<file path="src/pfcpl_pkg.sv">
// constants, register map and state types of the pfc current protection logic
// assumes a single 250 MHz controller clock with synchronous reset
package pfcpl_pkg;

    localparam int unsigned CLK_HZ            = 250_000_000;
    localparam int unsigned LOCKOUT_US        = 800;
    localparam int unsigned LOCKOUT_CYCLES    = LOCKOUT_US * (CLK_HZ / 1_000_000);
    localparam int unsigned EXIT_BLANK_MS     = 360;
    localparam int unsigned EXIT_BLANK_CYCLES = EXIT_BLANK_MS * (CLK_HZ / 1_000);

    localparam int unsigned CCM_CYCLE_COUNT   = 8;
    localparam int unsigned CCM_ENTRY_PCT     = 112;
    localparam int unsigned PCT_BASE          = 100;
    localparam int unsigned HIGH_LINE_SHIFT   = 2;

    localparam int unsigned RAMP_W            = 16;
    localparam int unsigned ADDR_W            = 8;
    localparam int unsigned IRQ_W             = 4;

    localparam logic [ADDR_W-1:0] OFS_CTRL      = 8'h00;
    localparam logic [ADDR_W-1:0] OFS_PERIOD    = 8'h04;
    localparam logic [ADDR_W-1:0] OFS_OSC_UPPER = 8'h08;
    localparam logic [ADDR_W-1:0] OFS_STATUS    = 8'h0C;
    localparam logic [ADDR_W-1:0] OFS_IRQ_STAT  = 8'h10;
    localparam logic [ADDR_W-1:0] OFS_IRQ_MASK  = 8'h14;

    localparam int unsigned CTRL_HOLDOFF_BIT    = 0;
    localparam int unsigned CTRL_LOWLINE_ONLY   = 1;
    localparam int unsigned IRQ_OCP_BIT         = 0;
    localparam int unsigned IRQ_OVS_BIT         = 1;
    localparam int unsigned IRQ_CCM_ON_BIT      = 2;
    localparam int unsigned IRQ_CCM_OFF_BIT     = 3;

    localparam logic [1:0]        CTRL_RST      = 2'h1;
    localparam logic [RAMP_W-1:0] PERIOD_RST    = 16'h0F06;
    localparam logic [RAMP_W-1:0] OSC_UPPER_RST = 16'h0FFF;
    localparam logic [IRQ_W-1:0]  IRQ_MASK_RST  = 4'h0;

    typedef enum logic [1:0] {GATE_OFF, GATE_ON, GATE_WAIT_RELEASE} pfcpl_gate_t;
    typedef enum logic [1:0] {LK_IDLE, LK_WAIT_LOW, LK_COUNT} pfcpl_lock_t;

endpackage : pfcpl_pkg

</file>
<file path="src/pfcpl_top.sv">
// pfc current protection, mode detection and gate control with an apb register file
// assumes comparator levels are asynchronous; gate_request, high_line, multiplier
// and control words come from logic on ref_clk
//
// The address map and the APB register port are this design's own decisions.
module pfcpl_top #(
    parameter int unsigned DATA_W            = 12,
    parameter int unsigned LOCKOUT_CYCLES    = pfcpl_pkg::LOCKOUT_CYCLES,
    parameter int unsigned EXIT_BLANK_CYCLES = pfcpl_pkg::EXIT_BLANK_CYCLES
) (
    input  wire logic                        ref_clk,
    input  wire logic                        srst,
    input  wire logic                        psel,
    input  wire logic                        penable,
    input  wire logic                        pwrite,
    input  wire logic [pfcpl_pkg::ADDR_W-1:0] paddr,
    input  wire logic [31:0]                 pwdata,
    output logic      [31:0]                 prdata,
    output logic                             pready,
    output logic                             pslverr,
    input  wire logic                        cmp_ref_high,
    input  wire logic                        cmp_ref_low,
    input  wire logic                        cmp_cycle_limit,
    input  wire logic                        cmp_overstress,
    input  wire logic                        cmp_low_current,
    input  wire logic                        gate_request,
    input  wire logic                        high_line,
    input  wire logic [DATA_W-1:0]           multiplier_voltage,
    input  wire logic [DATA_W-1:0]           loop_control_signal,
    output logic                             gate_drive_out,
    output logic      [DATA_W-1:0]           regulation_level,
    output logic                             ccm_active,
    output logic                             cycle_overcurrent_trip,
    output logic                             overstress_fault,
    output logic                             low_current_flag,
    output logic                             irq
);
    import pfcpl_pkg::*;

    localparam int unsigned BLANK_W = $clog2(EXIT_BLANK_CYCLES + 1);

    logic [4:0]        cmp_sync;
    logic              lockout;
    logic [1:0]        ctrl_reg;
    logic [RAMP_W-1:0] period_reg;
    logic [RAMP_W-1:0] osc_upper_reg;
    logic [IRQ_W-1:0]  irq_stat_reg;
    logic [IRQ_W-1:0]  irq_mask_reg;
    pfcpl_gate_t       gate_state_reg;
    pfcpl_gate_t       gate_next;
    logic              gate_on_reg;
    logic [RAMP_W-1:0] ramp_reg;
    logic [RAMP_W-1:0] cyc_len_reg;
    logic              seen_valid_reg;
    logic [3:0]        run_cnt_reg;
    logic [BLANK_W-1:0] blank_cnt_reg;
    logic              lockout_d_reg;

    // comparator bundle: 0 ref high, 1 ref low, 2 cycle limit, 3 overstress, 4 low current
    pfcpl_sync #(.W(5)) u_sync (
        .ref_clk  (ref_clk),
        .srst     (srst),
        .async_in ({cmp_low_current, cmp_overstress, cmp_cycle_limit, cmp_ref_low,
                    cmp_ref_high}),
        .sync_out (cmp_sync)
    );

    wire above_high_s = cmp_sync[0];
    wire above_low_s  = cmp_sync[1];
    wire ocp_s        = cmp_sync[2];
    wire ovs_s        = cmp_sync[3];
    wire low_cur_s    = cmp_sync[4];

    pfcpl_lockout #(.HOLD_CYCLES(LOCKOUT_CYCLES)) u_lockout (
        .ref_clk        (ref_clk),
        .srst           (srst),
        .overstress_hit (ovs_s),
        .current_low    (low_cur_s),
        .lockout        (lockout)
    );

    // gate sequencing
    wire holdoff_en   = ctrl_reg[CTRL_HOLDOFF_BIT];
    wire lowline_only = ctrl_reg[CTRL_LOWLINE_ONLY];
    wire [RAMP_W:0] ramp_sum = {1'b0, {(RAMP_W - DATA_W){1'b0}}, multiplier_voltage}
                             + {1'b0, ramp_reg};
    wire ramp_end     = ramp_sum >= {1'b0, osc_upper_reg};
    wire holdoff_ok   = ccm_active || !holdoff_en || low_cur_s;
    wire turn_on_ok   = gate_request && !lockout && !ovs_s && !ocp_s && holdoff_ok;
    wire on_time_end  = ccm_active ? ramp_end : !gate_request;
    wire gate_stop    = lockout || ovs_s || ocp_s || on_time_end;
    wire cycle_start  = (gate_state_reg == GATE_OFF) && turn_on_ok;
    wire ocp_event    = (gate_state_reg == GATE_ON) && ocp_s;

    always_comb
    begin
        gate_next = gate_state_reg;
        case (gate_state_reg)
            GATE_OFF:          gate_next = turn_on_ok ? GATE_ON : GATE_OFF;
            GATE_ON:           gate_next = gate_stop ? GATE_WAIT_RELEASE : GATE_ON;
            GATE_WAIT_RELEASE: gate_next = gate_request ? GATE_WAIT_RELEASE : GATE_OFF;
            default:           gate_next = GATE_OFF;
        endcase
    end

    always_ff @(posedge ref_clk)
    begin
        if (srst)
        begin
            gate_state_reg <= GATE_OFF;
            gate_on_reg    <= 1'b0;
        end
        else
        begin
            gate_state_reg <= gate_next;
            gate_on_reg    <= (gate_next == GATE_ON);
        end
    end

    // raw limit comparator cuts the pulse without a clock edge
    assign gate_drive_out = gate_on_reg && !cmp_cycle_limit;

    // ramp and cycle length
    always_ff @(posedge ref_clk)
    begin
        if (srst || cycle_start)
        begin
            ramp_reg    <= '0;
            cyc_len_reg <= '0;
        end
        else
        begin
            if (gate_state_reg == GATE_ON && ramp_reg != '1)
                ramp_reg <= ramp_reg + RAMP_W'(1);
            if (cyc_len_reg != '1)
                cyc_len_reg <= cyc_len_reg + RAMP_W'(1);
        end
    end

    // current criterion per cycle with hysteretic reference
    wire cur_above = ccm_active ? above_low_s : above_high_s;
    always_ff @(posedge ref_clk)
    begin
        if (srst || cycle_start)
            seen_valid_reg <= 1'b0;
        else if (cur_above)
            seen_valid_reg <= 1'b1;
    end

    // mode detection
    wire [31:0] entry_prod   = 32'(period_reg) * 32'(CCM_ENTRY_PCT);
    wire [31:0] entry_thresh = entry_prod / 32'(PCT_BASE);
    wire entry_long  = {16'h0000, cyc_len_reg} >= entry_thresh;
    wire exit_long   = cyc_len_reg >= period_reg;
    wire bypass_cur  = lowline_only && high_line;
    wire valid_cycle = entry_long && (seen_valid_reg || bypass_cur);
    wire run_hit     = ccm_active ? exit_long : valid_cycle;
    wire run_full    = run_hit && (run_cnt_reg == 4'(CCM_CYCLE_COUNT - 1));
    wire blank_done  = ccm_active && (blank_cnt_reg == BLANK_W'(EXIT_BLANK_CYCLES - 1));
    wire ccm_enter   = cycle_start && !ccm_active && run_full;
    wire ccm_leave   = blank_done;

    always_ff @(posedge ref_clk)
    begin
        if (srst)
            run_cnt_reg <= '0;
        else if (ccm_enter || ccm_leave)
            run_cnt_reg <= '0;
        else if (cycle_start)
            run_cnt_reg <= (run_hit && !run_full) ? run_cnt_reg + 4'(1) : 4'(0);
    end

    always_ff @(posedge ref_clk)
    begin
        if (srst)
        begin
            ccm_active    <= 1'b0;
            blank_cnt_reg <= '0;
        end
        else
        begin
            if (ccm_enter)
                ccm_active <= 1'b1;
            else if (ccm_leave)
                ccm_active <= 1'b0;
            if (!ccm_active || (cycle_start && run_full))
                blank_cnt_reg <= '0;
            else if (!blank_done)
                blank_cnt_reg <= blank_cnt_reg + BLANK_W'(1);
        end
    end

    // regulation level and flags
    wire [DATA_W-1:0] reg_level_next = (ccm_active && high_line)
                                     ? (loop_control_signal >> HIGH_LINE_SHIFT)
                                     : loop_control_signal;
    wire [IRQ_W-1:0] irq_set;
    assign irq_set[IRQ_OCP_BIT]     = ocp_event;
    assign irq_set[IRQ_OVS_BIT]     = lockout && !lockout_d_reg;
    assign irq_set[IRQ_CCM_ON_BIT]  = ccm_enter;
    assign irq_set[IRQ_CCM_OFF_BIT] = ccm_leave;

    always_ff @(posedge ref_clk)
    begin
        if (srst)
        begin
            regulation_level       <= '0;
            cycle_overcurrent_trip <= 1'b0;
            overstress_fault       <= 1'b0;
            low_current_flag       <= 1'b0;
            lockout_d_reg          <= 1'b0;
        end
        else
        begin
            regulation_level       <= reg_level_next;
            cycle_overcurrent_trip <= ocp_event;
            overstress_fault       <= lockout;
            low_current_flag       <= low_cur_s;
            lockout_d_reg          <= lockout;
        end
    end

    // apb slave: one wait state, answer in the third cycle of a transfer
    wire access     = psel && penable;
    wire complete   = access && pready;
    wire hit_ctrl   = (paddr == OFS_CTRL);
    wire hit_period = (paddr == OFS_PERIOD);
    wire hit_upper  = (paddr == OFS_OSC_UPPER);
    wire hit_status = (paddr == OFS_STATUS);
    wire hit_istat  = (paddr == OFS_IRQ_STAT);
    wire hit_imask  = (paddr == OFS_IRQ_MASK);
    wire addr_hit   = hit_ctrl | hit_period | hit_upper | hit_status | hit_istat | hit_imask;
    wire wr_en      = complete && pwrite;
    wire istat_clr  = complete && !pwrite && hit_istat;
    // clears only the bits that the read returned
    wire [IRQ_W-1:0] istat_clr_mask = istat_clr ? prdata[IRQ_W-1:0] : '0;
    wire [4:0] status_word = {gate_on_reg, high_line, low_cur_s, lockout, ccm_active};
    wire [31:0] rd_mux = hit_ctrl   ? {30'h0, ctrl_reg}
                       : hit_period ? {16'h0, period_reg}
                       : hit_upper  ? {16'h0, osc_upper_reg}
                       : hit_status ? {27'h0, status_word}
                       : hit_istat  ? {28'h0, irq_stat_reg}
                       : hit_imask  ? {28'h0, irq_mask_reg}
                       : 32'h0;

    always_ff @(posedge ref_clk)
    begin
        if (srst)
        begin
            pready  <= 1'b0;
            pslverr <= 1'b0;
            prdata  <= 32'h0;
        end
        else
        begin
            pready  <= access && !pready;
            pslverr <= access && !pready && !addr_hit;
            prdata  <= (access && !pready && !pwrite) ? rd_mux : 32'h0;
        end
    end

    always_ff @(posedge ref_clk)
    begin
        if (srst)
        begin
            ctrl_reg      <= CTRL_RST;
            period_reg    <= PERIOD_RST;
            osc_upper_reg <= OSC_UPPER_RST;
            irq_mask_reg  <= IRQ_MASK_RST;
        end
        else if (wr_en)
        begin
            if (hit_ctrl)
                ctrl_reg <= pwdata[1:0];
            if (hit_period)
                period_reg <= pwdata[RAMP_W-1:0];
            if (hit_upper)
                osc_upper_reg <= pwdata[RAMP_W-1:0];
            if (hit_imask)
                irq_mask_reg <= pwdata[IRQ_W-1:0];
        end
    end

    // sticky events, read clears, a new event wins over the clear
    always_ff @(posedge ref_clk)
    begin
        if (srst)
        begin
            irq_stat_reg <= '0;
            irq          <= 1'b0;
        end
        else
        begin
            irq_stat_reg <= (irq_stat_reg & ~istat_clr_mask) | irq_set;
            irq          <= |(irq_stat_reg & irq_mask_reg);
        end
    end

    property p_ocp_cut;
        @(posedge ref_clk) disable iff (srst)
        cmp_cycle_limit |-> !gate_drive_out;
    endproperty
    a_ocp_cut: assert property (p_ocp_cut)
        else $error("gate high while cycle limit active");

    property p_sync_ocp;
        @(posedge ref_clk) disable iff (srst)
        (gate_state_reg == GATE_ON && cmp_cycle_limit) [*3] |=> gate_state_reg != GATE_ON;
    endproperty
    a_sync_ocp: assert property (p_sync_ocp)
        else $error("synchronised limit did not end on state");

    property p_lock_gate;
        @(posedge ref_clk) disable iff (srst)
        lockout |=> !gate_on_reg;
    endproperty
    a_lock_gate: assert property (p_lock_gate)
        else $error("gate driven during overstress lockout");

    property p_holdoff;
        @(posedge ref_clk) disable iff (srst)
        (cycle_start && !ccm_active && holdoff_en) |-> low_cur_s;
    endproperty
    a_holdoff: assert property (p_holdoff)
        else $error("turn-on without low current in hold-off mode");

    property p_low_flag;
        @(posedge ref_clk) disable iff (srst)
        ##1 low_current_flag == $past(cmp_sync[4]);
    endproperty
    a_low_flag: assert property (p_low_flag)
        else $error("low current flag does not follow comparator");

    property p_ramp_end;
        @(posedge ref_clk) disable iff (srst)
        (ccm_active && gate_state_reg == GATE_ON && ramp_end) |=> gate_state_reg != GATE_ON;
    endproperty
    a_ramp_end: assert property (p_ramp_end)
        else $error("ccm on-time did not end at ramp threshold");

    property p_reg_level;
        @(posedge ref_clk) disable iff (srst)
        $past(ccm_active && high_line) |->
            regulation_level == ($past(loop_control_signal) >> HIGH_LINE_SHIFT);
    endproperty
    a_reg_level: assert property (p_reg_level)
        else $error("regulation level not divided by 4");

    property p_invalid_resets;
        @(posedge ref_clk) disable iff (srst)
        (cycle_start && !ccm_active && !seen_valid_reg && !bypass_cur) |=> run_cnt_reg == 4'h0;
    endproperty
    a_invalid_resets: assert property (p_invalid_resets)
        else $error("unvalidated cycle counted toward entry");

    property p_ref_sel;
        @(posedge ref_clk) disable iff (srst)
        (ccm_active && !cycle_start && !above_low_s && !seen_valid_reg) |=> !seen_valid_reg;
    endproperty
    a_ref_sel: assert property (p_ref_sel)
        else $error("wrong minimum reference used in ccm");

    property p_ref_low_ccm;
        @(posedge ref_clk) disable iff (srst)
        (ccm_active && !cycle_start && above_low_s) |=> seen_valid_reg;
    endproperty
    a_ref_low_ccm: assert property (p_ref_low_ccm)
        else $error("low reference ignored in ccm");

    property p_entry;
        @(posedge ref_clk) disable iff (srst)
        $rose(ccm_active) |-> $past(run_cnt_reg) == 4'(CCM_CYCLE_COUNT - 1);
    endproperty
    a_entry: assert property (p_entry)
        else $error("ccm entered without eight cycles");

    property p_exit;
        @(posedge ref_clk) disable iff (srst)
        $fell(ccm_active) |-> $past(blank_cnt_reg) == BLANK_W'(EXIT_BLANK_CYCLES - 1);
    endproperty
    a_exit: assert property (p_exit)
        else $error("ccm left before blanking elapsed");
endmodule : pfcpl_top

</file>
<file path="src/pfcpl_sync.sv">
// two flip-flop synchroniser for a bundle of independent comparator levels
// assumes each bit is a slow level; no word coherence is implied
module pfcpl_sync #(
    parameter int unsigned W = 1
) (
    input  wire logic         ref_clk,
    input  wire logic         srst,
    input  wire logic [W-1:0] async_in,
    output logic      [W-1:0] sync_out
);
    logic [W-1:0] meta_reg;

    always_ff @(posedge ref_clk)
    begin
        if (srst)
        begin
            meta_reg <= '0;
            sync_out <= '0;
        end
        else
        begin
            meta_reg <= async_in;
            sync_out <= meta_reg;
        end
    end
endmodule : pfcpl_sync

</file>
<file path="src/pfcpl_lockout.sv">
// overstress lockout timer: waits for low current, then holds for a fixed count
// assumes synchronised inputs on ref_clk
module pfcpl_lockout #(
    parameter int unsigned HOLD_CYCLES = 200000
) (
    input  wire logic ref_clk,
    input  wire logic srst,
    input  wire logic overstress_hit,
    input  wire logic current_low,
    output logic      lockout
);
    import pfcpl_pkg::*;

    localparam int unsigned CNT_W = $clog2(HOLD_CYCLES + 1);

    pfcpl_lock_t      state_reg;
    logic [CNT_W-1:0] cnt_reg;
    wire              hold_done = (cnt_reg == CNT_W'(HOLD_CYCLES - 1));

    assign lockout = (state_reg != LK_IDLE);

    always_ff @(posedge ref_clk)
    begin
        if (srst)
        begin
            state_reg <= LK_IDLE;
            cnt_reg   <= '0;
        end
        else if (overstress_hit)
        begin
            state_reg <= LK_WAIT_LOW;
            cnt_reg   <= '0;
        end
        else
        begin
            case (state_reg)
                LK_WAIT_LOW:
                begin
                    cnt_reg <= '0;
                    if (current_low)
                        state_reg <= LK_COUNT;
                end
                LK_COUNT:
                begin
                    cnt_reg <= cnt_reg + CNT_W'(1);
                    if (hold_done)
                        state_reg <= LK_IDLE;
                end
                default:
                begin
                    state_reg <= LK_IDLE;
                    cnt_reg   <= '0;
                end
            endcase
        end
    end

    property p_ovs_restart;
        @(posedge ref_clk) disable iff (srst)
        overstress_hit |=> (state_reg == LK_WAIT_LOW) && (cnt_reg == '0);
    endproperty
    a_ovs_restart: assert property (p_ovs_restart)
        else $error("overstress did not restart lockout");

    property p_hold_full;
        @(posedge ref_clk) disable iff (srst)
        $fell(lockout) |-> $past(cnt_reg) == CNT_W'(HOLD_CYCLES - 1);
    endproperty
    a_hold_full: assert property (p_hold_full)
        else $error("lockout ended before full hold count");
endmodule : pfcpl_lockout

</file>
<file path="config.mk">
export PLATFORM = sky130hd
export DESIGN_NAME = pfcpl_top
export DESIGN_NICKNAME = d
export VERILOG_FILES = /design/src/pfcpl_pkg.sv /design/src/pfcpl_top.sv /design/src/pfcpl_sync.sv /design/src/pfcpl_lockout.sv
export SDC_FILE = /design/constraint.sdc
export NUM_CORES = 1
export LEC_CHECK = 0
export BUFFER_PORTS_ARGS = -buffer_cell sky130_fd_sc_hd__buf_2
export CORE_MARGIN = 4
export CORE_UTILIZATION = 50
export DETAILED_ROUTE_END_ITERATION = 6
export PLACE_DENSITY_LB_ADDON = 0.05
export SLEW_MARGIN = 15
export SYNTH_ARGS = -nofsm -noshare
export SYNTH_HDL_FRONTEND = slang
export SYNTH_SLANG_ARGS = --single-unit
</file>
<file path="constraint.sdc">
create_clock -name ref_clk -period 41.1 [get_ports ref_clk]
set_input_delay 8.22 -clock ref_clk [delete_from_list [all_inputs] [get_ports ref_clk]]
set_output_delay 8.22 -clock ref_clk [all_outputs]
set_load 0.005 [all_outputs]
</file>
# --- Word-level counts from Yosys, hierarchy flattened ---
# Cells that the tools add are included.
totals:
  ff_bits: 190
  wordCells: 158
  output_inout_bits: 52
classes:
  bitwise_logic: 11
  n_eq_ne: 19
  n_lt_le_gt_ge: 3
  div_mod_pow: 1
  n_mux: 22
  mul: 1
  addsub: 6
  reduce_logical: 66
ops:
  columns: ["cell", "count"]
  rows:
  - ["16-bit by 1-bit adder with 16-bit output, second input constant", 2]
  - ["23-bit by 7-bit divider with 32-bit output, second input constant", 1]
  - ["16-bit by 32-bit greater-or-equal comparator with 1-bit output", 1]
  - ["16-bit two-way mux", 2]
  - ["16-bit != test, second input constant", 2]
  - ["27-bit by 1-bit adder with 27-bit output, second input constant", 1]
  - ["27-bit == test, second input constant", 1]
  - ["1-bit logical AND", 26]
  - ["16-bit by 3-bit multiplier with 19-bit output, second input constant", 1]
  - ["18-bit by 1-bit adder with 18-bit output, second input constant", 1]
  - ["18-bit == test, second input constant", 1]
  - ["12-bit by 16-bit adder with 17-bit output", 1]
  - ["17-bit by 16-bit greater-or-equal comparator with 1-bit output", 1]
  - ["8-bit by 4-bit == test with 1-bit output, second input constant", 2]
  - ["8-bit by 5-bit == test with 1-bit output, second input constant", 2]
  - ["16-bit greater-or-equal comparator", 1]
  - ["4-bit two-way mux", 4]
  - ["1-bit logical NOT", 12]
  - ["2-bit AND reduction", 6]
  - ["10-bit two-way mux", 1]
  - ["2-bit two-way mux", 5]
  - ["2-bit OR reduction", 5]
  - ["1-bit logical OR", 9]
  - ["4-bit AND", 2]
  - ["other kinds (23)", 39]

# --- Longest topological paths before layout ---
logic_depth:
  depth_word: 11
  depth_mapped: 80
  mapped_depth_nobuf: 76

# --- By module ---
# Synthesis repeated with hierarchy kept, for this count alone.
unflattened:
  hier_cells: 1674
  hier_area_um2: 13599.3
modules_own_cells:
  columns: ["module", "n_inst", "cells_per_inst", "area_each_um2"]
  rows:
  - ["pfcpl_top", 1, 1552, 12448.2]
  - ["pfcpl_lockout", 1, 102, 888.4]
  - ["pfcpl_sync", 1, 20, 262.8]

# --- Least setup slack after synthesis ---
# Ideal clock, no wire load.
synth_path:
  path_kind: "in2out"
  start: "input port cmp_cycle_limit"
  end: "output port gate_drive_out"
  n_path_buf: 0
  required_time_ps: 32880
  arrival_time_ps: 8335
  path_stages: 1
  slack_ps: 24545
  path_cell_list: "nor2b_1"
synth_via:
  elab_chain_len: 2
synth_lines:
  columns: ["element", "line_no", "source"]
  rows:
  - ["start, declared", "pfcpl_top.sv:23", "input wire logic cmp_cycle_limit,"]
  - ["1-bit logical NOT", "pfcpl_top.sv:121", "assign gate_drive_out = gate_on_reg && !cmp_cycle_limit;"]
  - ["1-bit logical AND", "pfcpl_top.sv:121", null]
  - ["end, declared", "pfcpl_top.sv:30", "output logic gate_drive_out,"]
# No other way between the ends.

# --- Worst setup path in the final report ---
layout_path:
  start: "register period_reg[1]"
  end: "register blank_cnt_reg[23]"
layout_via:
  elab_chain_len: 9
layout_lines:
  columns: ["element", "line_no", "source"]
  rows:
  - ["start, declared", "pfcpl_top.sv:45", "logic [RAMP_W-1:0] period_reg;"]
  - ["start signal, assigned", "pfcpl_top.sv:276", "period_reg <= pwdata[RAMP_W-1:0];"]
  - ["16-bit by 3-bit multiplier with 19-bit output", "pfcpl_top.sv:151", "wire [31:0] entry_prod = 32'(period_reg) * 32'(CCM_ENTRY_PCT);"]
  - ["23-bit by 7-bit divider with 32-bit output", "pfcpl_top.sv:152", "wire [31:0] entry_thresh = entry_prod / 32'(PCT_BASE);"]
  - ["16-bit by 32-bit greater-or-equal comparator with 1-bit output", "pfcpl_top.sv:153", "wire entry_long = {16'h0000, cyc_len_reg} >= entry_thresh;"]
  - ["1-bit logical AND", "pfcpl_top.sv:156", "wire valid_cycle = entry_long && (seen_valid_reg || bypass_cur);"]
  - ["1-bit two-way mux (*)", "pfcpl_top.sv:157", "wire run_hit = ccm_active ? exit_long : valid_cycle;"]
  - ["1-bit logical AND (*)", "pfcpl_top.sv:158", "wire run_full = run_hit && (run_cnt_reg == 4'(CCM_CYCLE_COUNT - 1));"]
  - ["1-bit logical AND (*)", "pfcpl_top.sv:186", "if (!ccm_active || (cycle_start && run_full))"]
  - ["1-bit logical OR (*)", "pfcpl_top.sv:186", null]
  - ["2-bit OR reduction (no line) (*)", null, null]
  - ["end signal, assigned", "pfcpl_top.sv:189", "blank_cnt_reg <= blank_cnt_reg + BLANK_W'(1);"]
  - ["end, declared", "pfcpl_top.sv:56", "logic [BLANK_W-1:0] blank_cnt_reg;"]
# Mark *: on every way between the ends. The rest lies on a longest branch, timed or not.
# A chain may end at the register's enable or synchronous reset.

==> impl_results.md <==
- Total routed wirelength: 35100 µm
- Setup WS pre-CTS: 23.36 ns
- CP max FO: 27
- CTS sink count: 174
- I/O pins: 128
- Slowest CP cell: mux2i_1
- PwrDens: 25.2 nW/µm²
- Sequential power share: 0.459
- Post_cts resized: 0
- Max VDD drop: 0.0000270 V
- Port bufs: 95
- Tot GR Track Use: 0.239
- Area growth from synthesis to layout: 9.85%
- Distinct cell type count of the synthesized netlist: 112
- Max incr delay on CP: 0.69 ns
- Crit. End Element: register
- Via/cell ratio: 5.92
- Worst setup margin: 23.57 ns
- Synth Area per Inst: 8.03 µm²
- WS Path Type: register to register
- DRC: 0
- EDFF count, synth: 0
- Via count: 12400
- Maxcap violations: 0
- Fin Clk Skew: 0.0181 ns
- RSZ-0062 raised after global routing: false
- Net Sw Frac: 0.280
- Area of the core: 26300 µm²
- Post-CTS setup buffers: 0
- Initial DRC Count: 884
- DP Area: 14100 µm²
- FP Rows: 59
- Share of cells above drive strength 1: 0.123
- First-pass iteration count of the detailed router: 5
- Max-slew headroom: 0.378
- Post-synth top flop: dfxtp_1
- Net count, final: 1931
- Final Max Tran Viols: 0
- Internal: 0.269 mW
- Proportion of power drawn by the clock network: 0.458
- GP Congestion: 0.900
- Gr ovfl total: 0
- Max reg flops: 27
- Worst-Skew Late Latency: 0.44 ns
- Clock transition at path regs: 0.08 ns
- Clock Tree Buf Depth: 2
- Yosys reg bits: 174
- Vias in the first global route: 11700
- Worst min path class: register to register
- Seq/Total Area, Yosys: 0.258
- Fin area: 14800 µm²
- Async set or reset register ratio after synthesis: 0
- Root buffer cell: clkbuf_16
- Tmin final: 17.53 ns
- Largest net degree at the start of global routing: 56
- NetSw: 0.105 mW
- Die ar.: 29600 µm²
- Filler cell count in the final layout: 2564
- WL/cell: 16.7 µm
- Worst-Margin Slew: 0.906 ns
- Fmax: 57.1 MHz
- YS warnings: 0
- Hpwl dp: 27000 µm
- Startpoint Class: register
- Setup violations, final: 0
- # H-tree levels: 4
- Crit-path most repeated cell: a21oi_1
- First-pass GRT wire length: 58400 µm
- Initial Util: 0.513
- Synthesized cell area: 13500 µm²
- Total Power: 0.374 mW
- Final antenna-violating net count: 0
- Static Leak: 5.83 nW
- Setup TNS Final: 0 ns
- Critical path data arrival time: 17.89 ns
- Die height: 172 µm
- Post-CTS Hold Buffers: 0
- CTS tree: built
- Initial antenna violation count: 2
- Status: completed
- CP Data Required Time: 41.47 ns
- Die width: 172 µm
- Hold Crit Depth: 1
- Hold Fails Final Rpt: 0
- Worst R2R Path Depth: 70
- Fin crit share: 0.426
- Clock buffer count from CTS: 17
- Synth Instances: 1678
- Comb pwr share: 0.084
[stage by stage]
step | util | hold slack (ns) | instances
floorplan | - | 0.414 | 1693
global placement | 0.538 | 0.415 | 2066
detailed placement | 0.538 | 0.426 | 2066
CTS | 0.563 | 0.446 | 2098
global route | 0.563 | 0.459 | 2098
finish | 0.563 | 0.445 | 2100
[cell families after synthesis]
| kind of cell | count (synthesis) | synth area share |
|---|---|---|
| simple gates | 652 | 0.233 |
| other cells | 1 | 0.000278 |
| mux | 34 | 0.0277 |
| compound gates | 463 | 0.250 |
| fa+ha+maj | 108 | 0.109 |
| buf+inv | 134 | 0.0450 |
| xor+xnor | 112 | 0.0764 |
| flops | 174 | 0.258 |
[power groups by stage]
stage | clock network, mW | registers, mW | logic, mW
3_5_place_dp | 0 | 0.175 | 0.0310
6_report | 0.171 | 0.171 | 0.0312
2_1_floorplan | 0 | 0.175 | 0.0230
4_1_cts | 0.174 | 0.171 | 0.0312
3_3_place_gp | 0 | 0.175 | 0.0307
5_1_grt | 0.181 | 0.172 | 0.0350
[worst max-delay path: cells and delay by family, from the launching register on]
kind	cells	cell delay [ns]
XOR/XNOR	2	0.72
multiplexers	5	1.95
AND/OR/NAND/NOR	21	4.35
flip-flops	1	0.47
AO/OA/AOI/OAI	35	8.06
buffers and inverters	2	0.17
adder cells (fa/ha/maj)	5	1.70
[final cells by class]
cell class / count / area, µm² / share of cell area
clock inverter: 15 / 218 / 0.0147
clock buffer: 17 / 425 / 0.0287
sequential: 174 / 3480 / 0.235
tap: 335 / 419 / 0.0283
multi-input combinational: 1385 / 9460 / 0.639
timing repair buffer: 101 / 520 / 0.0352
antenna: 2 / 5.00 / 0.000338
inverter: 71 / 272 / 0.0183
[placed cells by master (no fill, tap or decap), types with 51 or more instances in the layout]
master and n:
nand2_1 170, dfxtp_1 174, a21oi_1 118, inv_1 68, o21ai_0 55, buf_2 95, nor2_1 196, xnor2_1 58
ha_1 88, nand3_1 51
[routing by layer]
layer | part of all wire | global-route usage | vias to the layer above
li1 | - | - | 6231
met1 | 0.47 | 0.332 | 5885
met2 | 0.47 | 0.396 | 284
met3 | 0.048 | 0.0304 | 38
met4 | 0.015 | 0.0574 | 2
met5 | 0.00043 | 0 | -
[synth_stat cells, drive strengths merged, types with 27 or more instances]
cell / number / area, µm²
nor2: 199 / 752
dfxtp: 174 / 3480
nand2: 171 / 644
a21oi: 121 / 617
ha: 88 / 1100
o21ai: 76 / 388
inv: 70 / 263
xnor2: 61 / 568
nand3: 52 / 260
xor2: 51 / 462
o211ai: 43 / 338
nand4: 35 / 219
nor3: 35 / 185
clkbuf: 34 / 128
nor2b: 32 / 200
buf: 29 / 208
a211oi: 27 / 245
mux2i: 27 / 287
[path summary, 6_finish.rpt]
kind / start / endpoint / slack (ns)
worst min-delay path: u_sync.meta_reg[2] / u_sync.sync_out[2] / 0.44
worst max register to register: period_reg[1] / blank_cnt_reg[23] / 23.57
worst max-delay path: period_reg[1] / blank_cnt_reg[23] / 23.57
worst min register to register: u_sync.meta_reg[2] / u_sync.sync_out[2] / 0.44
No activity file was read; power rests on OpenSTA's default activity.
